### config.mk
export PLATFORM = sky130hd
export DESIGN_NAME = jlp_top
export DESIGN_NICKNAME = d
export VERILOG_FILES = /design/src/jlp_pkg.sv /design/src/jlp_top.sv
export SDC_FILE = /design/constraint.sdc
export NUM_CORES = 1
export LEC_CHECK = 0
export BUFFER_PORTS_ARGS = -buffer_cell sky130_fd_sc_hd__buf_2
export CORE_MARGIN = 2
export CORE_UTILIZATION = 35
export DETAILED_ROUTE_END_ITERATION = 8
export GPL_ROUTABILITY_DRIVEN = 1
export GPL_TIMING_DRIVEN = 0
export HOLD_SLACK_MARGIN = 0.06
export PLACE_DENSITY_LB_ADDON = 0.05
export SLEW_MARGIN = 20
export SYNTH_ARGS = -nofsm -noshare
export SYNTH_HDL_FRONTEND = slang
export SYNTH_SLANG_ARGS = --single-unit
### constraint.sdc
create_clock -name aclk -period 2.3 [get_ports aclk]
set_clock_uncertainty 0.05 [all_clocks]
set_input_delay 0.23 -clock aclk [delete_from_list [all_inputs] [get_ports aclk]]
set_output_delay 0.23 -clock aclk [all_outputs]
set_load 0.01 [all_outputs]
### src/jlp_pkg.sv
// constants and types shared by the low-power, loopback and receive filter block
package jlp_pkg;

    // ------------------------------------------------------------
    // clock and timing
    // ------------------------------------------------------------
    localparam int CLK_PERIOD_NS = 100;
    // quiet time that marks an idle bus
    localparam int IDLE_TIME_US  = 300;
    localparam int IDLE_CYC      = (IDLE_TIME_US * 1000 + CLK_PERIOD_NS - 1) / CLK_PERIOD_NS;
    // oscillator settling after a full stop
    localparam int OSC_SETTLE_US = 100;
    localparam int OSC_SETTLE_CYC =
        (OSC_SETTLE_US * 1000 + CLK_PERIOD_NS - 1) / CLK_PERIOD_NS;

    // ------------------------------------------------------------
    // register map (byte addresses)
    // ------------------------------------------------------------
    localparam logic [7:0] LINK_CONTROL_ONE_ADDR = 8'h00;
    localparam logic [7:0] LINK_CONTROL_TWO_ADDR = 8'h04;
    localparam logic [7:0] STATE_VECTOR_ADDR     = 8'h08;
    localparam logic [7:0] STATUS_ADDR           = 8'h0c;

    // field positions
    localparam int WCM_BIT   = 0;
    localparam int ANALOG_LOOP_BIT_BIT = 0;
    localparam int DIGITAL_LOOP_BIT_BIT = 1;

    // values
    localparam logic [7:0] WAKE_VECTOR  = 8'h20;
    localparam logic [7:0] VECTOR_NONE  = 8'h00;
    localparam logic [3:0] FILT_MAX     = 4'hf;
    localparam logic [3:0] FILT_MIN     = 4'h0;
    localparam logic [1:0] RESP_OKAY    = 2'h0;
    localparam logic [1:0] RESP_SLVERR  = 2'h2;
    localparam logic [11:0] CNT_ZERO    = 12'h000;

    // ------------------------------------------------------------
    // power state
    // ------------------------------------------------------------
    typedef enum logic [2:0] {
        PM_RUN,
        PM_WAIT,
        PM_STOP_CPU_WAIT,
        PM_STOP_CPU_STOP,
        PM_SETTLE
    } jlp_pm_t;

endpackage

### src/jlp_top.sv
// power-saving, loopback and receive filter logic of the serial link controller
//
// The implementer's own choices: the AXI4-Lite slave port and the register offsets.
`timescale 1ns/100ps
`default_nettype none

module jlp_top (
    input  wire logic        aclk,
    input  wire logic        aresetn,
    input  wire logic [7:0]  s_axi_awaddr,
    input  wire logic        s_axi_awvalid,
    output logic             s_axi_awready,
    input  wire logic [31:0] s_axi_wdata,
    input  wire logic [3:0]  s_axi_wstrb,
    input  wire logic        s_axi_wvalid,
    output logic             s_axi_wready,
    output logic [1:0]       s_axi_bresp,
    output logic             s_axi_bvalid,
    input  wire logic        s_axi_bready,
    input  wire logic [7:0]  s_axi_araddr,
    input  wire logic        s_axi_arvalid,
    output logic             s_axi_arready,
    output logic [31:0]      s_axi_rdata,
    output logic [1:0]       s_axi_rresp,
    output logic             s_axi_rvalid,
    input  wire logic        s_axi_rready,
    input  wire logic        cpu_wait_exec,
    input  wire logic        cpu_stop_exec,
    input  wire logic        tx_bit_in,
    input  wire logic        rx_digital_in,
    output logic             tx_digital_out,
    output logic             rx_filtered,
    output logic             core_clk_run,
    output logic             link_enable,
    output logic             wake_irq,
    output logic             wake_nmi
);

    // ------------------------------------------------------------
    // state
    // ------------------------------------------------------------
    typedef struct packed {
        logic                aw_got;
        logic [7:0]          aw_addr;
        logic                w_got;
        logic [31:0]         w_data;
        logic                w_lane0;
        logic                awready;
        logic                wready;
        logic                bvalid;
        logic [1:0]          bresp;
        logic                arready;
        logic                rvalid;
        logic [1:0]          rresp;
        logic [31:0]         rdata;
        logic                wake_clock_mode_sel;
        logic                analog_loop_bit;
        logic                digital_loop_bit;
        jlp_pkg::jlp_pm_t    pm;
        logic [11:0]         settle_cnt;
        logic                vec_pend;
        logic                s1;
        logic                s2;
        logic                s3;
        logic                rx_stable;
        logic                smp;
        logic [3:0]          cnt;
        logic                filt;
        logic                idle_wait;
        logic [11:0]         idle_cnt;
        logic                tx_out;
        logic                tx_pin;
        logic                clk_run;
        logic                link_en;
        logic                irq;
        logic                nmi;
    } jlp_state_t;

    jlp_state_t st_ff;
    jlp_state_t nxt_st;

    // ------------------------------------------------------------
    // helpers
    // ------------------------------------------------------------
    function automatic logic addr_known(input logic [7:0] a);
        addr_known = (a == jlp_pkg::LINK_CONTROL_ONE_ADDR) ||
                     (a == jlp_pkg::LINK_CONTROL_TWO_ADDR) ||
                     (a == jlp_pkg::STATE_VECTOR_ADDR) ||
                     (a == jlp_pkg::STATUS_ADDR);
    endfunction

    function automatic logic [11:0] cnt_step(input logic [11:0] c);
        cnt_step = c + 12'h001;
    endfunction

    logic in_low;
    logic clocks_on;
    logic loop_any;
    logic rise;
    logic filt_src;
    logic [7:0] vec_now;
    logic vec_read;

    always_comb begin
        nxt_st   = st_ff;
        in_low   = (st_ff.pm != jlp_pkg::PM_RUN);
        loop_any = st_ff.analog_loop_bit || st_ff.digital_loop_bit;
        vec_now  = st_ff.vec_pend ? jlp_pkg::WAKE_VECTOR : jlp_pkg::VECTOR_NONE;
        vec_read = 1'b0;

        // --------------------------------------------------------
        // pin input synchroniser, change taken when s2 and s3 agree
        // --------------------------------------------------------
        nxt_st.s1 = rx_digital_in;
        nxt_st.s2 = st_ff.s1;
        nxt_st.s3 = st_ff.s2;
        if (st_ff.s2 == st_ff.s3) begin
            nxt_st.rx_stable = st_ff.s3;
        end
        rise = (st_ff.s2 == st_ff.s3) && st_ff.s3 && !st_ff.rx_stable;

        // --------------------------------------------------------
        // axi write channel
        // --------------------------------------------------------
        if (s_axi_awvalid && st_ff.awready) begin
            nxt_st.aw_got  = 1'b1;
            nxt_st.aw_addr = s_axi_awaddr;
        end
        if (s_axi_wvalid && st_ff.wready) begin
            nxt_st.w_got   = 1'b1;
            nxt_st.w_data  = s_axi_wdata;
            nxt_st.w_lane0 = s_axi_wstrb[0];
        end
        if (st_ff.bvalid && s_axi_bready) begin
            nxt_st.bvalid = 1'b0;
        end
        if (st_ff.aw_got && st_ff.w_got && !st_ff.bvalid) begin
            nxt_st.aw_got = 1'b0;
            nxt_st.w_got  = 1'b0;
            nxt_st.bvalid = 1'b1;
            nxt_st.bresp  = addr_known(st_ff.aw_addr) ? jlp_pkg::RESP_OKAY
                                                      : jlp_pkg::RESP_SLVERR;
            if (st_ff.w_lane0) begin
                if (st_ff.aw_addr == jlp_pkg::LINK_CONTROL_ONE_ADDR) begin
                    nxt_st.wake_clock_mode_sel = st_ff.w_data[jlp_pkg::WCM_BIT];
                end else if (st_ff.aw_addr == jlp_pkg::LINK_CONTROL_TWO_ADDR) begin
                    nxt_st.analog_loop_bit = st_ff.w_data[jlp_pkg::ANALOG_LOOP_BIT_BIT];
                    nxt_st.digital_loop_bit = st_ff.w_data[jlp_pkg::DIGITAL_LOOP_BIT_BIT];
                end
            end
        end
        nxt_st.awready = !nxt_st.aw_got && !nxt_st.bvalid;
        nxt_st.wready  = !nxt_st.w_got && !nxt_st.bvalid;

        // --------------------------------------------------------
        // axi read channel
        // --------------------------------------------------------
        if (st_ff.rvalid && s_axi_rready) begin
            nxt_st.rvalid = 1'b0;
        end
        if (s_axi_arvalid && st_ff.arready) begin
            nxt_st.rvalid = 1'b1;
            nxt_st.rresp  = jlp_pkg::RESP_OKAY;
            nxt_st.rdata  = 32'h0000_0000;
            if (s_axi_araddr == jlp_pkg::LINK_CONTROL_ONE_ADDR) begin
                nxt_st.rdata[jlp_pkg::WCM_BIT] = st_ff.wake_clock_mode_sel;
            end else if (s_axi_araddr == jlp_pkg::LINK_CONTROL_TWO_ADDR) begin
                nxt_st.rdata[jlp_pkg::ANALOG_LOOP_BIT_BIT] = st_ff.analog_loop_bit;
                nxt_st.rdata[jlp_pkg::DIGITAL_LOOP_BIT_BIT] = st_ff.digital_loop_bit;
            end else if (s_axi_araddr == jlp_pkg::STATE_VECTOR_ADDR) begin
                nxt_st.rdata[7:0] = vec_now;
                vec_read = 1'b1;
            end else if (s_axi_araddr == jlp_pkg::STATUS_ADDR) begin
                nxt_st.rdata[2:0]  = st_ff.pm;
                nxt_st.rdata[3]    = st_ff.filt;
                nxt_st.rdata[7:4]  = st_ff.cnt;
                nxt_st.rdata[8]    = st_ff.idle_wait;
                nxt_st.rdata[9]    = st_ff.clk_run;
            end else begin
                nxt_st.rresp = jlp_pkg::RESP_SLVERR;
            end
        end
        nxt_st.arready = !nxt_st.rvalid;

        // --------------------------------------------------------
        // power modes; link control registers are never touched by a wakeup, a stop wake sets the state vector
        // --------------------------------------------------------
        nxt_st.irq = 1'b0;
        nxt_st.nmi = 1'b0;
        if (vec_read) begin
            nxt_st.vec_pend = 1'b0;
        end
        case (st_ff.pm)
            jlp_pkg::PM_RUN: begin
                if (cpu_wait_exec) begin
                    nxt_st.pm = st_ff.wake_clock_mode_sel ? jlp_pkg::PM_STOP_CPU_WAIT
                                          : jlp_pkg::PM_WAIT;
                end else if (cpu_stop_exec) begin
                    nxt_st.pm = st_ff.wake_clock_mode_sel ? jlp_pkg::PM_STOP_CPU_STOP
                                          : jlp_pkg::PM_WAIT;
                end
            end
            jlp_pkg::PM_WAIT: begin
                if (rise && !loop_any) begin
                    nxt_st.pm  = jlp_pkg::PM_RUN;
                    nxt_st.irq = 1'b1;
                end
            end
            jlp_pkg::PM_STOP_CPU_WAIT: begin
                if (rise && !loop_any) begin
                    nxt_st.pm       = jlp_pkg::PM_RUN;
                    nxt_st.nmi      = 1'b1;
                    nxt_st.vec_pend = 1'b1;
                end
            end
            jlp_pkg::PM_STOP_CPU_STOP: begin
                if (rise && !loop_any) begin
                    nxt_st.pm         = jlp_pkg::PM_SETTLE;
                    nxt_st.settle_cnt = jlp_pkg::CNT_ZERO;
                    nxt_st.nmi        = 1'b1;
                    nxt_st.vec_pend   = 1'b1;
                end
            end
            jlp_pkg::PM_SETTLE: begin
                // clocks withheld while the oscillator settles
                nxt_st.settle_cnt = cnt_step(st_ff.settle_cnt);
                if (st_ff.settle_cnt == 12'(jlp_pkg::OSC_SETTLE_CYC - 1)) begin
                    nxt_st.pm = jlp_pkg::PM_RUN;
                end
            end
            default: begin
                nxt_st.pm = jlp_pkg::PM_RUN;
            end
        endcase

        // internal clocks run in run and wait only
        clocks_on = (st_ff.pm == jlp_pkg::PM_RUN) || (st_ff.pm == jlp_pkg::PM_WAIT);
        nxt_st.clk_run = (nxt_st.pm == jlp_pkg::PM_RUN) || (nxt_st.pm == jlp_pkg::PM_WAIT);

        // --------------------------------------------------------
        // receive filter, frozen while internal clocks are off
        // --------------------------------------------------------
        filt_src = st_ff.digital_loop_bit ? st_ff.tx_out : st_ff.rx_stable;
        if (clocks_on) begin
            nxt_st.smp = filt_src;
            if (st_ff.smp) begin
                if (st_ff.cnt != jlp_pkg::FILT_MAX) begin
                    nxt_st.cnt = st_ff.cnt + 4'h1;
                end
            end else begin
                if (st_ff.cnt != jlp_pkg::FILT_MIN) begin
                    nxt_st.cnt = st_ff.cnt - 4'h1;
                end
            end
            if (nxt_st.cnt == jlp_pkg::FILT_MAX) begin
                nxt_st.filt = 1'b1;
            end else if (nxt_st.cnt == jlp_pkg::FILT_MIN) begin
                nxt_st.filt = 1'b0;
            end
        end

        // --------------------------------------------------------
        // analog loop exit: hold off until the bus has been idle
        // --------------------------------------------------------
        if (st_ff.analog_loop_bit) begin
            nxt_st.idle_wait = 1'b1;
            nxt_st.idle_cnt  = jlp_pkg::CNT_ZERO;
        end else if (st_ff.idle_wait) begin
            if (st_ff.filt) begin
                nxt_st.idle_cnt = jlp_pkg::CNT_ZERO;
            end else if (st_ff.idle_cnt == 12'(jlp_pkg::IDLE_CYC - 1)) begin
                nxt_st.idle_wait = 1'b0;
            end else begin
                nxt_st.idle_cnt = cnt_step(st_ff.idle_cnt);
            end
        end
        nxt_st.link_en = !nxt_st.idle_wait && !nxt_st.digital_loop_bit;

        // --------------------------------------------------------
        // transmit path; no drive in low power or in digital loop
        // --------------------------------------------------------
        nxt_st.tx_out = tx_bit_in && !nxt_st.idle_wait && (nxt_st.pm == jlp_pkg::PM_RUN);
        nxt_st.tx_pin = nxt_st.tx_out && !nxt_st.digital_loop_bit;

        // --------------------------------------------------------
        // set wins over the read clear
        // --------------------------------------------------------
        if (st_ff.pm != jlp_pkg::PM_RUN && nxt_st.nmi) begin
            nxt_st.vec_pend = 1'b1;
        end
        if (in_low && !clocks_on) begin
            nxt_st.smp = st_ff.smp;
        end
    end

    always_ff @(posedge aclk) begin
        if (!aresetn) begin
            st_ff         <= '0;
            st_ff.awready <= 1'b1;
            st_ff.wready  <= 1'b1;
            st_ff.arready <= 1'b1;
            st_ff.pm      <= jlp_pkg::PM_RUN;
            st_ff.clk_run <= 1'b1;
            st_ff.link_en <= 1'b1;
        end else begin
            st_ff <= nxt_st;
        end
    end

    // ------------------------------------------------------------
    // outputs
    // ------------------------------------------------------------
    assign s_axi_awready  = st_ff.awready;
    assign s_axi_wready   = st_ff.wready;
    assign s_axi_bvalid   = st_ff.bvalid;
    assign s_axi_bresp    = st_ff.bresp;
    assign s_axi_arready  = st_ff.arready;
    assign s_axi_rvalid   = st_ff.rvalid;
    assign s_axi_rresp    = st_ff.rresp;
    assign s_axi_rdata    = st_ff.rdata;
    assign tx_digital_out = st_ff.tx_pin;
    assign rx_filtered    = st_ff.filt;
    assign core_clk_run   = st_ff.clk_run;
    assign link_enable    = st_ff.link_en;
    assign wake_irq       = st_ff.irq;
    assign wake_nmi       = st_ff.nmi;

endmodule

`default_nettype wire

## Yosys cells after proc, flatten, opt, wreduce, memory -nomap -nowiden

Cells that the tools add are included.

| word-level totals | value |
|---|---|
| output and inout bits | 47 |
| word-level logic and storage cells | 169 |
| bits of input ports | 63 |
| register bits | 110 |

| operators by class | value |
|---|---|
| equal/unequal tests | 18 |
| add/sub/neg operators | 4 |
| mux-type cells | 57 |
| reduce and logical (&&, ||, !) cells | 53 |
| bitwise logic cells | 3 |

Operators by type and width:

| cell | count |
|---|---|
| two-way mux 35 bit | 1 |
| two-way mux 34 bit | 1 |
| equality test 8 x 4 -> 1 bit (second input constant) | 4 |
| two-way mux 13 bit | 2 |
| adder 12 x 1 -> 12 bit (second input constant) | 2 |
| two-way mux 12 bit | 2 |
| one-hot mux 12 bit (2 select lines) | 1 |
| two-way mux 1 bit | 23 |
| logical AND 1 bit | 18 |
| two-way mux 2 bit | 9 |
| two-way mux 9 bit | 2 |
| equality test 8 x 3 -> 1 bit (second input constant) | 2 |
| logical NOT 8 bit | 2 |
| two-way mux 16 bit | 1 |
| two-way mux 4 bit | 4 |
| two-way mux 8 bit | 2 |
| two-way mux 3 bit | 5 |
| equality test 12 x 10 -> 1 bit (second input constant) | 1 |
| equality test 12 bit (second input constant) | 1 |
| one-hot mux 3 bit (4 select lines) | 1 |
| logical NOT 1 bit | 10 |
| two-way mux 10 bit | 1 |
| AND reduction 2 bit | 5 |
| equality test 3 x 1 -> 1 bit (second input constant) | 2 |
| other kinds (20) | 33 |

## Longest topological paths before layout

Gate-level depths: netlist of the first run.

| logic depth | value |
|---|---|
| word-level depth | 11 |
| depth in mapped cells | 7 |
| depth with buffers taken out | 7 |

## Worst setup path after synthesis of the first run

Ideal clock, no wire load.

| path | value |
|---|---|
| path type | reg-to-reg |
| start point | reg st_ff[20] (netlist bit) |
| end point | reg st_ff, in the netlist rx_filtered |
| arrival time | 1.833 ns |
| cell stages (with the launch flop) | 8 |
| clock period less this slack | 2.009 ns |
| buffers on the path | 0 |
| path slack | 0.291 ns |
| data required time | 2.124 ns |
| setup time | 0.126 ns |
| cells stage by stage | dfxtp_1 > inv_1 > ha_1 > nor2b_1 > mux2_2 > a221o_1 > o41ai_1 > a21oi_1 |

| on the way | value |
|---|---|
| longest elaborated chain between the ends | 7 |
| elaborated cells between the ends (all ways) | 13 |
| those cells by class | 2 x add/sub; 2 x eq/ne; 5 x mux; 4 x reduce/logical |

Ends and longest elaborated chain:

| item | RTL line | source |
|---|---|---|
| from (decl) | jlp_top.sv:79 | `jlp_state_t st_ff;` |
| from (signal assigned) | jlp_top.sv:306 | `st_ff <= nxt_st;` |
| subtractor 4 x 1 -> 4 bit (tied with other cells) | jlp_top.sv:252 | `nxt_st.cnt = st_ff.cnt - 4'h1;` |
| two-way mux 4 bit (on tied branches) | jlp_top.sv:251, jlp_top.sv:247 |  |
| two-way mux 4 bit (*) | jlp_top.sv:246 | `if (st_ff.smp) begin` |
| two-way mux 4 bit (*) | jlp_top.sv:244 | `if (clocks_on) begin` |
| equality test 4 bit or logical NOT 4 bit (tied branches) | jlp_top.sv:255, jlp_top.sv:257 |  |
| nonzero test 2 bit (no source line) | n/a |  |
| AND reduction 2 bit (no source line) | n/a |  |

Every way passes the cells marked *; elsewhere a longest branch is shown, timed or not. The select of a mux whose other input is x is not followed.
A chain may end at the register's enable or synchronous reset.

## Worst setup path in the final report of the first run

Same ends and word-level chain as after synthesis.

==> summary.md, run 1 <==
| Metric | Value |
|---|---|
| Status | `finished, final reports clean` |
| Vias in the first global route | `roughly 2700` |
| Critical Path Fanout Max | `5` |
| Worst Hold Launch | `s_axi_awaddr[1]` |
| Startpoint Class | `register` |
| RePlAce Congestion | `0.745` |
| Async SR Flop Fraction | `0` |
| DR pass1 iterations | `4` |
| Area leader, netlist | `dfxtp_1` |
| Syn Area/Cell | `roughly 8.6 µm²` |
| Worst Hold Slack | `75.0 ps` |
| Fin. max-slew vios | `0` |
| Site Rows | `37` |
| Max_slew headroom | `0.594` |
| CTS tree | `done` |
| Number of buffers added on ports | `52` |
| Max Root-Sink Buffers | `2` |
| Largest net degree at the start of global routing | `13` |
| TritonCTS Buffers | `9` |
| Slowest CP cell | `a221o_1` |
| RR Startpoint | `st_ff[20]$_SDFFE_PN0P_` |
| Worst setup path start | `st_ff[20]$_SDFFE_PN0P_` |
| # Max-Cap Violations | `0` |
| Die Y | `about 110 µm` |
| CP Data Required Time | `around 2500 ps` |
| Final setup TNS | `0 ps` |
| R2R Setup Slk | `190 ps` |
| RSZ-0062 raised after global routing | `false` |
| VDD IR-drop max | `around 0.25 mV` |
| Via count | `3021` |
| Core Footprint | `about 10000 µm²` |
| Top_reg_cell synth | `dfxtp_1` |
| Clock-pin slew on the worst setup and hold paths | `about 80 ps` |
| Final hold violations | `0` |
| Die width | `between 100 and 150 µm` |
| Diodes inserted | `0` |
| Tcrit/Tclk final | `0.917` |
| Hold Path Sink | `st_ff[124]$_SDFFE_PN0P_` |
| Count leader, synth | `dfxtp_1` |
| Worst Slack Setup Final | `roughly 190 ps` |
| Initial antenna violation count | `0` |
| Starting density of the core | `0.355` |
| Power Density | `between 700 and 800 nW/µm²` |
| Worst Hold Depth | `3` |
| CP max stage delay | `a little under 400 ps` |
| Post-synth top cells | `dfxtp_1, nor2_1, nand2_1` |
| Crit path capture type | `register` |
| Synthesized cell area | `around 3600 µm²` |
| DRT iter0 DRCs | `96` |
| Nets | `between 500 and 600` |
| Final Setup Violations | `0` |
| Leakage | `~1.9 nW` |
| Yosys warning total | `0` |
| Clk sink count | `a little under 80` |
| Share of cells above drive strength 1 | `0.231` |
| Layout Utilization | `0.429` |
| Drt wl/cell | `12.5 µm` |
| Post-placement worst setup slack | `~63 ps` |
| Seq cells post-synth | `78` |
| Post-synthesis cell count | `419` |
| Top cells by area, synth | `dfxtp_1, buf_4, nor2_1` |
| WS Path Type | `register to register` |
| First-pass GRT wire length | `about 13000 µm` |
| H-tree Lvls | `3` |
| Max Fclk | `around 470 MHz` |
| Slew at the pin closest to its max-slew limit | `just over 600 ps` |
| Path depth of the worst reg2reg path | `7` |
| Die area | `11100 µm²` |
| Root buffer cell | `clkbuf_8` |
| Tmin final | `~2100 ps` |
| Post-DRT Antenna Nets | `0` |
| Clk Latency, worst-skew pair | `roughly 340 ps` |
| EDFF count, synth | `0` |
| Detail Placement HPWL | `approximately 6000 µm` |
| Area Overhead vs Synth | `20.9%` |
| Num ports | `110` |
| WP data arrival | `2280 ps` |
| Post-CTS setup buffer count | `0` |
| Top-area cell type share of the netlist area | `0.432` |
| Worst path cell trace | `inv_1, ha_1, nor2b_1, mux2_2, a221o_1, o41ai_2, a21oi_1` |
| Reg2Reg Capture Point | `rx_filtered$_SDFFE_PN0P_` |
| GR Overflow Total | `0` |
| Post-synthesis sequential area ratio | `0.432` |
| Routed vias/inst | `4.67` |
| HP Class | `input pin to register` |
| Gr usage total | `0.150` |
| Cell variety after synth | `60` |
| Final wirelength | `8090 µm` |
| # DRC | `0` |
| Power Total | `just over 3 mW` |
==> worst max-delay path by stage <==
stage                                          end
after CTS                 rx_filtered$_SDFFE_PN0P_
final                     rx_filtered$_SDFFE_PN0P_
after global placement    rx_filtered$_SDFFE_PN0P_
after global routing      rx_filtered$_SDFFE_PN0P_
after detailed placement  rx_filtered$_SDFFE_PN0P_
after floorplan           rx_filtered$_SDFFE_PN0P_
==> worst max-delay path, delay by kind of cell (launching register included) <==
family,cells,cell delay (ps)
buffers and inverters,1,90
AND/OR/NAND/NOR,1,170
flip-flops,1,370
adder cells (fa/ha/maj),1,230
AO/OA/AOI/OAI,3,810
multiplexers,1,270
==> cells in the final DEF (no fill, tap or decap), drive strengths merged, types with 4 or more instances in the layout <==
cell	Yosys	layout
conb	1	24
nand4	5	5
ha	5	5
nor2b	4	4
xnor2	4	4
nand3	20	20
xor2	8	8
a22oi	7	7
dfxtp	78	78
and2	8	8
a21oi	29	29
and3	5	5
clkbuf	8	19
inv	10	10
nor2	60	60
mux2i	9	9
buf	41	93
nor3	8	8
nand2	42	42
o21ai	10	10
nand2b	7	7
==> metrics by stage <==
step	instance area, µm²	cells
6_report	4370	647
5_1_grt	4370	647
4_1_cts	4350	647
3_5_place_dp	4130	630
3_3_place_gp	4130	630
2_1_floorplan	3700	442
==> state kept, by name (all words and copies together) (netlist names) <==
name	cells
st_ff	53
s_axi_rdata	10
nxt_st	2
core_clk_run	1
link_enable	1
rx_filtered	1
s_axi_arready	1
s_axi_awready	1
s_axi_bresp	1
s_axi_bvalid	1
s_axi_rresp	1
s_axi_rvalid	1
s_axi_wready	1
tx_digital_out	1
wake_irq	1
wake_nmi	1
==> area by class of cell <==
cell class | count | area [µm²]
Buffer | 49 | 320
Clock buffer | 11 | 131
Clock inverter | 4 | 72.6
Fill cell | 1087 | 5820
Inverter | 10 | 37.5
Multi-Input combinational cell | 305 | 1790
Sequential cell | 78 | 1560
Tap cell | 136 | 170
Timing Repair Buffer | 54 | 280
==> power breakdown <==
part / internal [mW] / switching, mW
combinational: 0.233 / 0.304
sequential: 1.41 / 0.0487
clock: 0.605 / 0.481
total: 2.25 / 0.834
==> kinds of logic after synthesis <==
kind of cell | Yosys count | synth area share
simple gates | 179 | 0.249
flops | 78 | 0.432
compound gates | 72 | 0.132
buf+inv | 59 | 0.0991
mux | 13 | 0.0405
xor+xnor | 12 | 0.0291
fa+ha+maj | 5 | 0.0173
other cells | 1 | 0.00104
==> layer usage <==
layer	GRT usage	up-vias	share of wire
met1	0.209	1358	0.50
met4	0.0564	0	0.015
met3	0.0272	11	0.050
met2	0.231	78	0.43
li1	-	1574	-
met5	0	-	0
==> what timing repair did <==
item / in CTS / in global routing
endpoints found under the setup margin: 0 / 2
hold buffers: 2 / 0
gates resized for setup: 0 / 4
endpoints found under the hold margin: 2 / 0
Note: power is estimated with default switching activity, not from simulation.
==> inputs of run 2 (changes only) <==
--- a/config.mk
+++ b/config.mk
@@ -13,6 +13,7 @@
 export GPL_TIMING_DRIVEN = 0
 export HOLD_SLACK_MARGIN = 0.06
 export PLACE_DENSITY_LB_ADDON = 0.05
+export RECOVER_POWER = 50
 export SLEW_MARGIN = 20
 export SYNTH_ARGS = -nofsm -noshare
 export SYNTH_HDL_FRONTEND = slang
==> run 2 against run 1 <==
Net effect: global-route usage stayed put; sequential share of layout area increased by 0.25 points; non-clock buffer count unchanged; largest power group unchanged; die area unchanged; critical path type unchanged; combinational power is 0.7% lower; final cell count is the same; via count hardly changed.
==> summary.md, run 2 (same netlist as run 1, synthesis figures left out) <==
| Metric | Value |
|---|---|
| Status | `finished, final reports clean` |
| Tcrit/Tclk final | `0.917` |
| Power Total | `roughly 3 mW` |
| Gr usage total | `0.150` |
| Starting density of the core | `0.355` |
| Die width | `approximately 110 µm` |
| Most frequent cells in the layout | `dfxtp_1, nor2_1, nand2_1` |
| WP data arrival | `approximately 2300 ps` |
| Final setup TNS | `0 ps` |
| Drt wl/cell | `about 13 µm` |
| WS Path Type | `register to register` |
| Nets | `between 500 and 600` |
| Max_slew headroom | `0.594` |
| Slew at the pin closest to its max-slew limit | `about 610 ps` |
| Final wirelength | `around 8100 µm` |
| Max FFs per register | `between 50 and 60` |
| Die area | `roughly 11000 µm²` |
| Post-DRT Antenna Nets | `0` |
| Critical Path Fanout Max | `5` |
| RR Startpoint | `st_ff[20]$_SDFFE_PN0P_` |
| # Max-Cap Violations | `0` |
| VDD IR-drop max | `0.250 mV` |
| Power Density | `approximately 710 nW/µm²` |
| HP Class | `input pin to register` |
| Startpoint Class | `register` |
| Dpl cells | `630` |
| Final hold violations | `0` |
| Most common cell after layout, fill and taps aside | `dfxtp_1` |
| Crit path capture type | `register` |
| Core Footprint | `10200 µm²` |
| CP Data Required Time | `about 2500 ps` |
| DRT iter0 DRCs | `99` |
| Largest net degree at the start of global routing | `13` |
| Number of buffers added on ports | `52` |
| Hold Path Sink | `st_ff[124]$_SDFFE_PN0P_` |
| Area Overhead vs Synth | `20.1%` |
| Max Fclk | `about 470 MHz` |
| GR Overflow Total | `0` |
| Max Root-Sink Buffers | `2` |
| Detail Placement HPWL | `about 6000 µm` |
| Via count | `3023` |
| Site Rows | `37` |
| Diodes inserted | `0` |
| Routed vias/inst | `around 4.7` |
| RSZ-0062 raised after global routing | `false` |
| Fillers | `1099` |
| TritonCTS Buffers | `9` |
| CTS tree | `done` |
| First-pass GRT wire length | `between 10000 and 15000 µm` |
| RePlAce Congestion | `roughly 0.75` |
| Post-CTS setup buffer count | `0` |
| Clk Latency, worst-skew pair | `340 ps` |
| Path depth of the worst reg2reg path | `7` |
| Fin. max-slew vios | `0` |
| Leakage | `1.80 nW` |
| Clk sink count | `78` |
| DR pass1 iterations | `4` |
| Multi-input logic area | `between 1500 and 2000 µm²` |
| Sequential cell area | `~1600 µm²` |
| Tmin final | `roughly 2100 ps` |
| Largest Register | `st_ff` |
| Worst Hold Depth | `3` |
| Share of cells above drive strength 1 | `0.182` |
| Initial antenna violation count | `0` |
| Final Setup Violations | `0` |
| Non-filler instance count after layout | `~650` |
| # DRC | `0` |
| Vias in the first global route | `2749` |
| Die Y | `approximately 110 µm` |
| Num ports | `110` |
| H-tree Lvls | `3` |
| Root buffer cell | `clkbuf_8` |
| Reg2Reg Capture Point | `rx_filtered$_SDFFE_PN0P_` |
| Worst Hold Launch | `s_axi_awaddr[1]` |
| R2R Setup Slk | `190 ps` |
| Clock-pin slew on the worst setup and hold paths | `roughly 80 ps` |
run 2: changes by cell type in the layout (fill, tap and decap cells not counted), sizes merged:
cell    change
buf        -28
clkbuf     +28
run 2: worst max-delay path: stages, from the launching register on:
cell and delay, ps:
dfxtp_2 370, inv_1 90, ha_1 230, nor2b_1 170, mux2_2 270, a221o_1 390, o41ai_2 310, a21oi_1 110
run 2: worst max path at each step:
| stage | slack (ps) | to | from |
|---|---|---|---|
| floorplan | 290 | rx_filtered$_SDFFE_PN0P_ | st_ff[20]$_SDFFE_PN0P_ |
| global placement | 90 | rx_filtered$_SDFFE_PN0P_ | st_ff[21]$_SDFFE_PN0P_ |
| detailed placement | 60 | rx_filtered$_SDFFE_PN0P_ | st_ff[21]$_SDFFE_PN0P_ |
| CTS | 60 | rx_filtered$_SDFFE_PN0P_ | st_ff[21]$_SDFFE_PN0P_ |
| global route | 50 | rx_filtered$_SDFFE_PN0P_ | st_ff[20]$_SDFFE_PN0P_ |
| finish | 190 | rx_filtered$_SDFFE_PN0P_ | st_ff[20]$_SDFFE_PN0P_ |
run 2: metrics by stage:
step | util | hold slack, ps | area (µm²) | worst slack (ps)
after detailed placement | 0.405 | 386 | 4130 | 63.0
final | 0.426 | 74.7 | 4340 | 192
after CTS | 0.427 | 63.0 | 4350 | 64.4
after floorplan | - | 307 | 3700 | 291
after global placement | 0.405 | 373 | 4130 | 91.2
after global routing | 0.426 | 66.4 | 4340 | 48.2
run 2: per-layer routing:
layer  wire length, µm  part of all wire  track usage
met3               400             0.049       0.0272
met4               123             0.015       0.0564
met1              4110              0.51        0.209
met5                 0                 0            0
met2              3490              0.43        0.231
run 2: layout make-up:
class	instances	share of cell area
Clock buffer	11	0.0303
Clock inverter	4	0.0167
Inverter	10	0.00865
Buffer	49	0.0738
Multi-Input combinational cell	305	0.413
Tap cell	136	0.0392
Timing Repair Buffer	54	0.0577
Sequential cell	78	0.361
run 2: timing repair:
action	in CTS	in global routing
endpoints found under the setup margin	0	2
gates resized for setup	0	4
hold endpoints to repair	2	0
hold buffers	2	0
run 2: power by group:
part	internal (mW)	total (mW)	switching (mW)
sequential	1.41	1.46	0.0491
clock	0.605	1.09	0.482
combinational	0.230	0.534	0.304
total	2.25	3.08	0.835
==> inputs of run 3 (changes only) <==
--- a/config.mk
+++ b/config.mk
@@ -8,6 +8,7 @@
 export BUFFER_PORTS_ARGS = -buffer_cell sky130_fd_sc_hd__buf_2
 export CORE_MARGIN = 2
 export CORE_UTILIZATION = 35
+export CTS_BUF_LIST = sky130_fd_sc_hd__clkbuf_2 sky130_fd_sc_hd__clkbuf_4 sky130_fd_sc_hd__clkbuf_8
 export DETAILED_ROUTE_END_ITERATION = 8
 export GPL_ROUTABILITY_DRIVEN = 1
 export GPL_TIMING_DRIVEN = 0
==> constraint.sdc (replaced) <==
create_clock -name aclk -period 2.3 [get_ports aclk]
set_clock_uncertainty 0.05 [all_clocks]
set_input_delay 0.23 -clock aclk [delete_from_list [all_inputs] [get_ports aclk]]
set_output_delay 0.23 -clock aclk [all_outputs]
set_load 0.1 [all_outputs]
==> run 3 against run 2 <==
Net effect: sequential power about the same; power rose by 8.5%; combinational power increased by 45%; critical path depth unchanged; clock power hardly changed; largest cell class unchanged.
==> summary.md, run 3 (same netlist as run 1, synthesis figures left out) <==
| Metric | Value |
|---|---|
| Status | `finished, final reports clean` |
| VDD IR-drop max | `about 0.27 mV` |
| Crit path capture type | `register` |
| TritonCTS Buffers | `9` |
| Die width | `between 100 and 150 µm` |
| Max FFs per register | `53` |
| Flop pwr share | `0.438` |
| Internal | `~2.3 mW` |
| RSZ-0062 raised after global routing | `false` |
| Nets | `about 580` |
| DR pass1 iterations | `4` |
| # Max-Cap Violations | `0` |
| Root buffer cell | `clkbuf_8` |
| Gr usage total | `0.150` |
| Leakage | `1.83 nW` |
| Largest net degree at the start of global routing | `13` |
| Most frequent cells in the layout | `dfxtp_1, nor2_1, nand2_1` |
| Final setup TNS | `0 ps` |
| Via count | `~3000` |
| Max_slew headroom | `0.210` |
| Slew at the pin closest to its max-slew limit | `roughly 1200 ps` |
| Clk sink count | `78` |
| Non-filler instance count after layout | `~650` |
| HP Class | `input pin to register` |
| Power Density | `roughly 770 nW/µm²` |
| Number of buffers added on ports | `between 50 and 60` |
| RR Startpoint | `st_ff[20]$_SDFFE_PN0P_` |
| Initial antenna violation count | `0` |
| Met2 usage in global routing | `0.231` |
| Post-CTS setup buffer count | `0` |
| Most common cell after layout, fill and taps aside | `dfxtp_1` |
| Area Overhead vs Synth | `20.5%` |
| Starting density of the core | `0.355` |
| Diodes inserted | `0` |
| # DRC | `0` |
| Final Setup Violations | `0` |
| CTS tree | `done` |
| Grt peak-use layer | `met2` |
| Critical Path Fanout Max | `5` |
| RePlAce Congestion | `~0.75` |
| Clock-pin slew on the worst setup and hold paths | `80 ps` |
| Detail Placement HPWL | `between 5000 and 6000 µm` |
| Site Rows | `37` |
| Tmin final | `2110 ps` |
| Fillers | `approximately 1100` |
| WP data arrival | `2280 ps` |
| Die Y | `106 µm` |
| First-pass GRT wire length | `13400 µm` |
| Core Footprint | `10200 µm²` |
| WS Path Type | `register to register` |
| Max Root-Sink Buffers | `2` |
| Clock Power Share | `0.331` |
| Startpoint Class | `register` |
| Routed vias/inst | `approximately 4.7` |
| Comb pwr share | `0.231` |
| Share of cells above drive strength 1 | `0.198` |
| Worst setup path start | `st_ff[20]$_SDFFE_PN0P_` |
| DRT iter0 DRCs | `a little over 100` |
| Final hold violations | `0` |
| Die area | `between 10000 and 15000 µm²` |
| Drt wl/cell | `between 10 and 15 µm` |
| H-tree Lvls | `3` |
| Clk Latency, worst-skew pair | `340 ps` |
| Vias in the first global route | `about 2700` |
| Final wirelength | `around 8100 µm` |
| Dpl cells | `630` |
| Post-DRT Antenna Nets | `0` |
| GR Overflow Total | `0` |
| Grt met1 use | `0.209` |
| Fin. max-slew vios | `0` |
| Num ports | `110` |
| Worst Hold Launch | `s_axi_awaddr[5]` |
| Met3 Use GR | `0.0272` |
| CP Data Required Time | `approximately 2500 ps` |
| Largest Register | `st_ff` |
| Sw frac | `0.320` |
| Sw Pwr | `1.07 mW` |
| Max Fclk | `between 400 and 500 MHz` |
| Tcrit/Tclk final | `0.917` |
-- run 3: changes by cell type in the layout (fill, tap and decap cells not counted), sizes merged --
cell and delta:
clkbuf -6, buf +6
-- run 3: final timing paths --
path	end	slack, ps	cells after the start
hold reg to reg	nxt_st[26]$_SDFF_PN0_	400	1
hold / removal	st_ff[128]$_SDFFE_PN0P_	70	3
setup reg to reg	rx_filtered$_SDFFE_PN0P_	190	7
setup / recovery	rx_filtered$_SDFFE_PN0P_	190	7
-- run 3: final cells by class --
cell class              instances  area, µm²  area share
inverters                      10       37.5     0.00862
plain buffers                  49        320      0.0736
well taps                     136        170      0.0391
multi-input cells             305       1790       0.412
clock buffers                  11        139      0.0319
clock inverters                 4       72.6      0.0167
flip-flops and latches         78       1560       0.359
repair buffers                 54        258      0.0592
-- run 3: through the flow --
| stage | cell area (µm²) | total power, mW | hold WS [ps] | worst slack, ps | util |
|---|---|---|---|---|---|
| floorplan | 3700 | 2.12 | 307 | 235 | - |
| global placement | 4130 | 2.25 | 373 | 91.2 | 0.405 |
| detailed placement | 4130 | 2.26 | 386 | 63.0 | 0.405 |
| CTS | 4360 | 3.38 | 63.0 | 64.5 | 0.428 |
| global route | 4350 | 3.52 | 66.4 | 48.2 | 0.427 |
| finish | 4350 | 3.35 | 74.8 | 192 | 0.427 |
-- run 3: metal layers --
layer  vias to the layer above  share of wire
li1                       1574              -
met1                      1364           0.51
met2                        75           0.43
met3                        11          0.050
met4                         0          0.015
met5                         -              0
-- run 3: power groups by stage --
| stage | clock (mW) | combinational [mW] | sequential, mW |
|---|---|---|---|
| global placement | 0 | 0.761 | 1.49 |
| global route | 1.21 | 0.840 | 1.47 |
| CTS | 1.15 | 0.771 | 1.46 |
| detailed placement | 0 | 0.765 | 1.49 |
| finish | 1.11 | 0.772 | 1.46 |
| floorplan | 0 | 0.568 | 1.55 |
-- run 3: critical path, stage by stage, from the launching register on --
cell and delay, ps:
dfxtp_2 370, inv_1 90, ha_1 230, nor2b_1 170
mux2_2 270, a221o_1 390, o41ai_2 310, a21oi_1 110
-- run 3: timing repair --
| item | in CTS | in global routing |
|---|---|---|
| hold endpoints to repair | 2 | 0 |
| hold buffers | 2 | 0 |
| resized for setup | 0 | 4 |
| setup endpoints to repair | 0 | 2 |
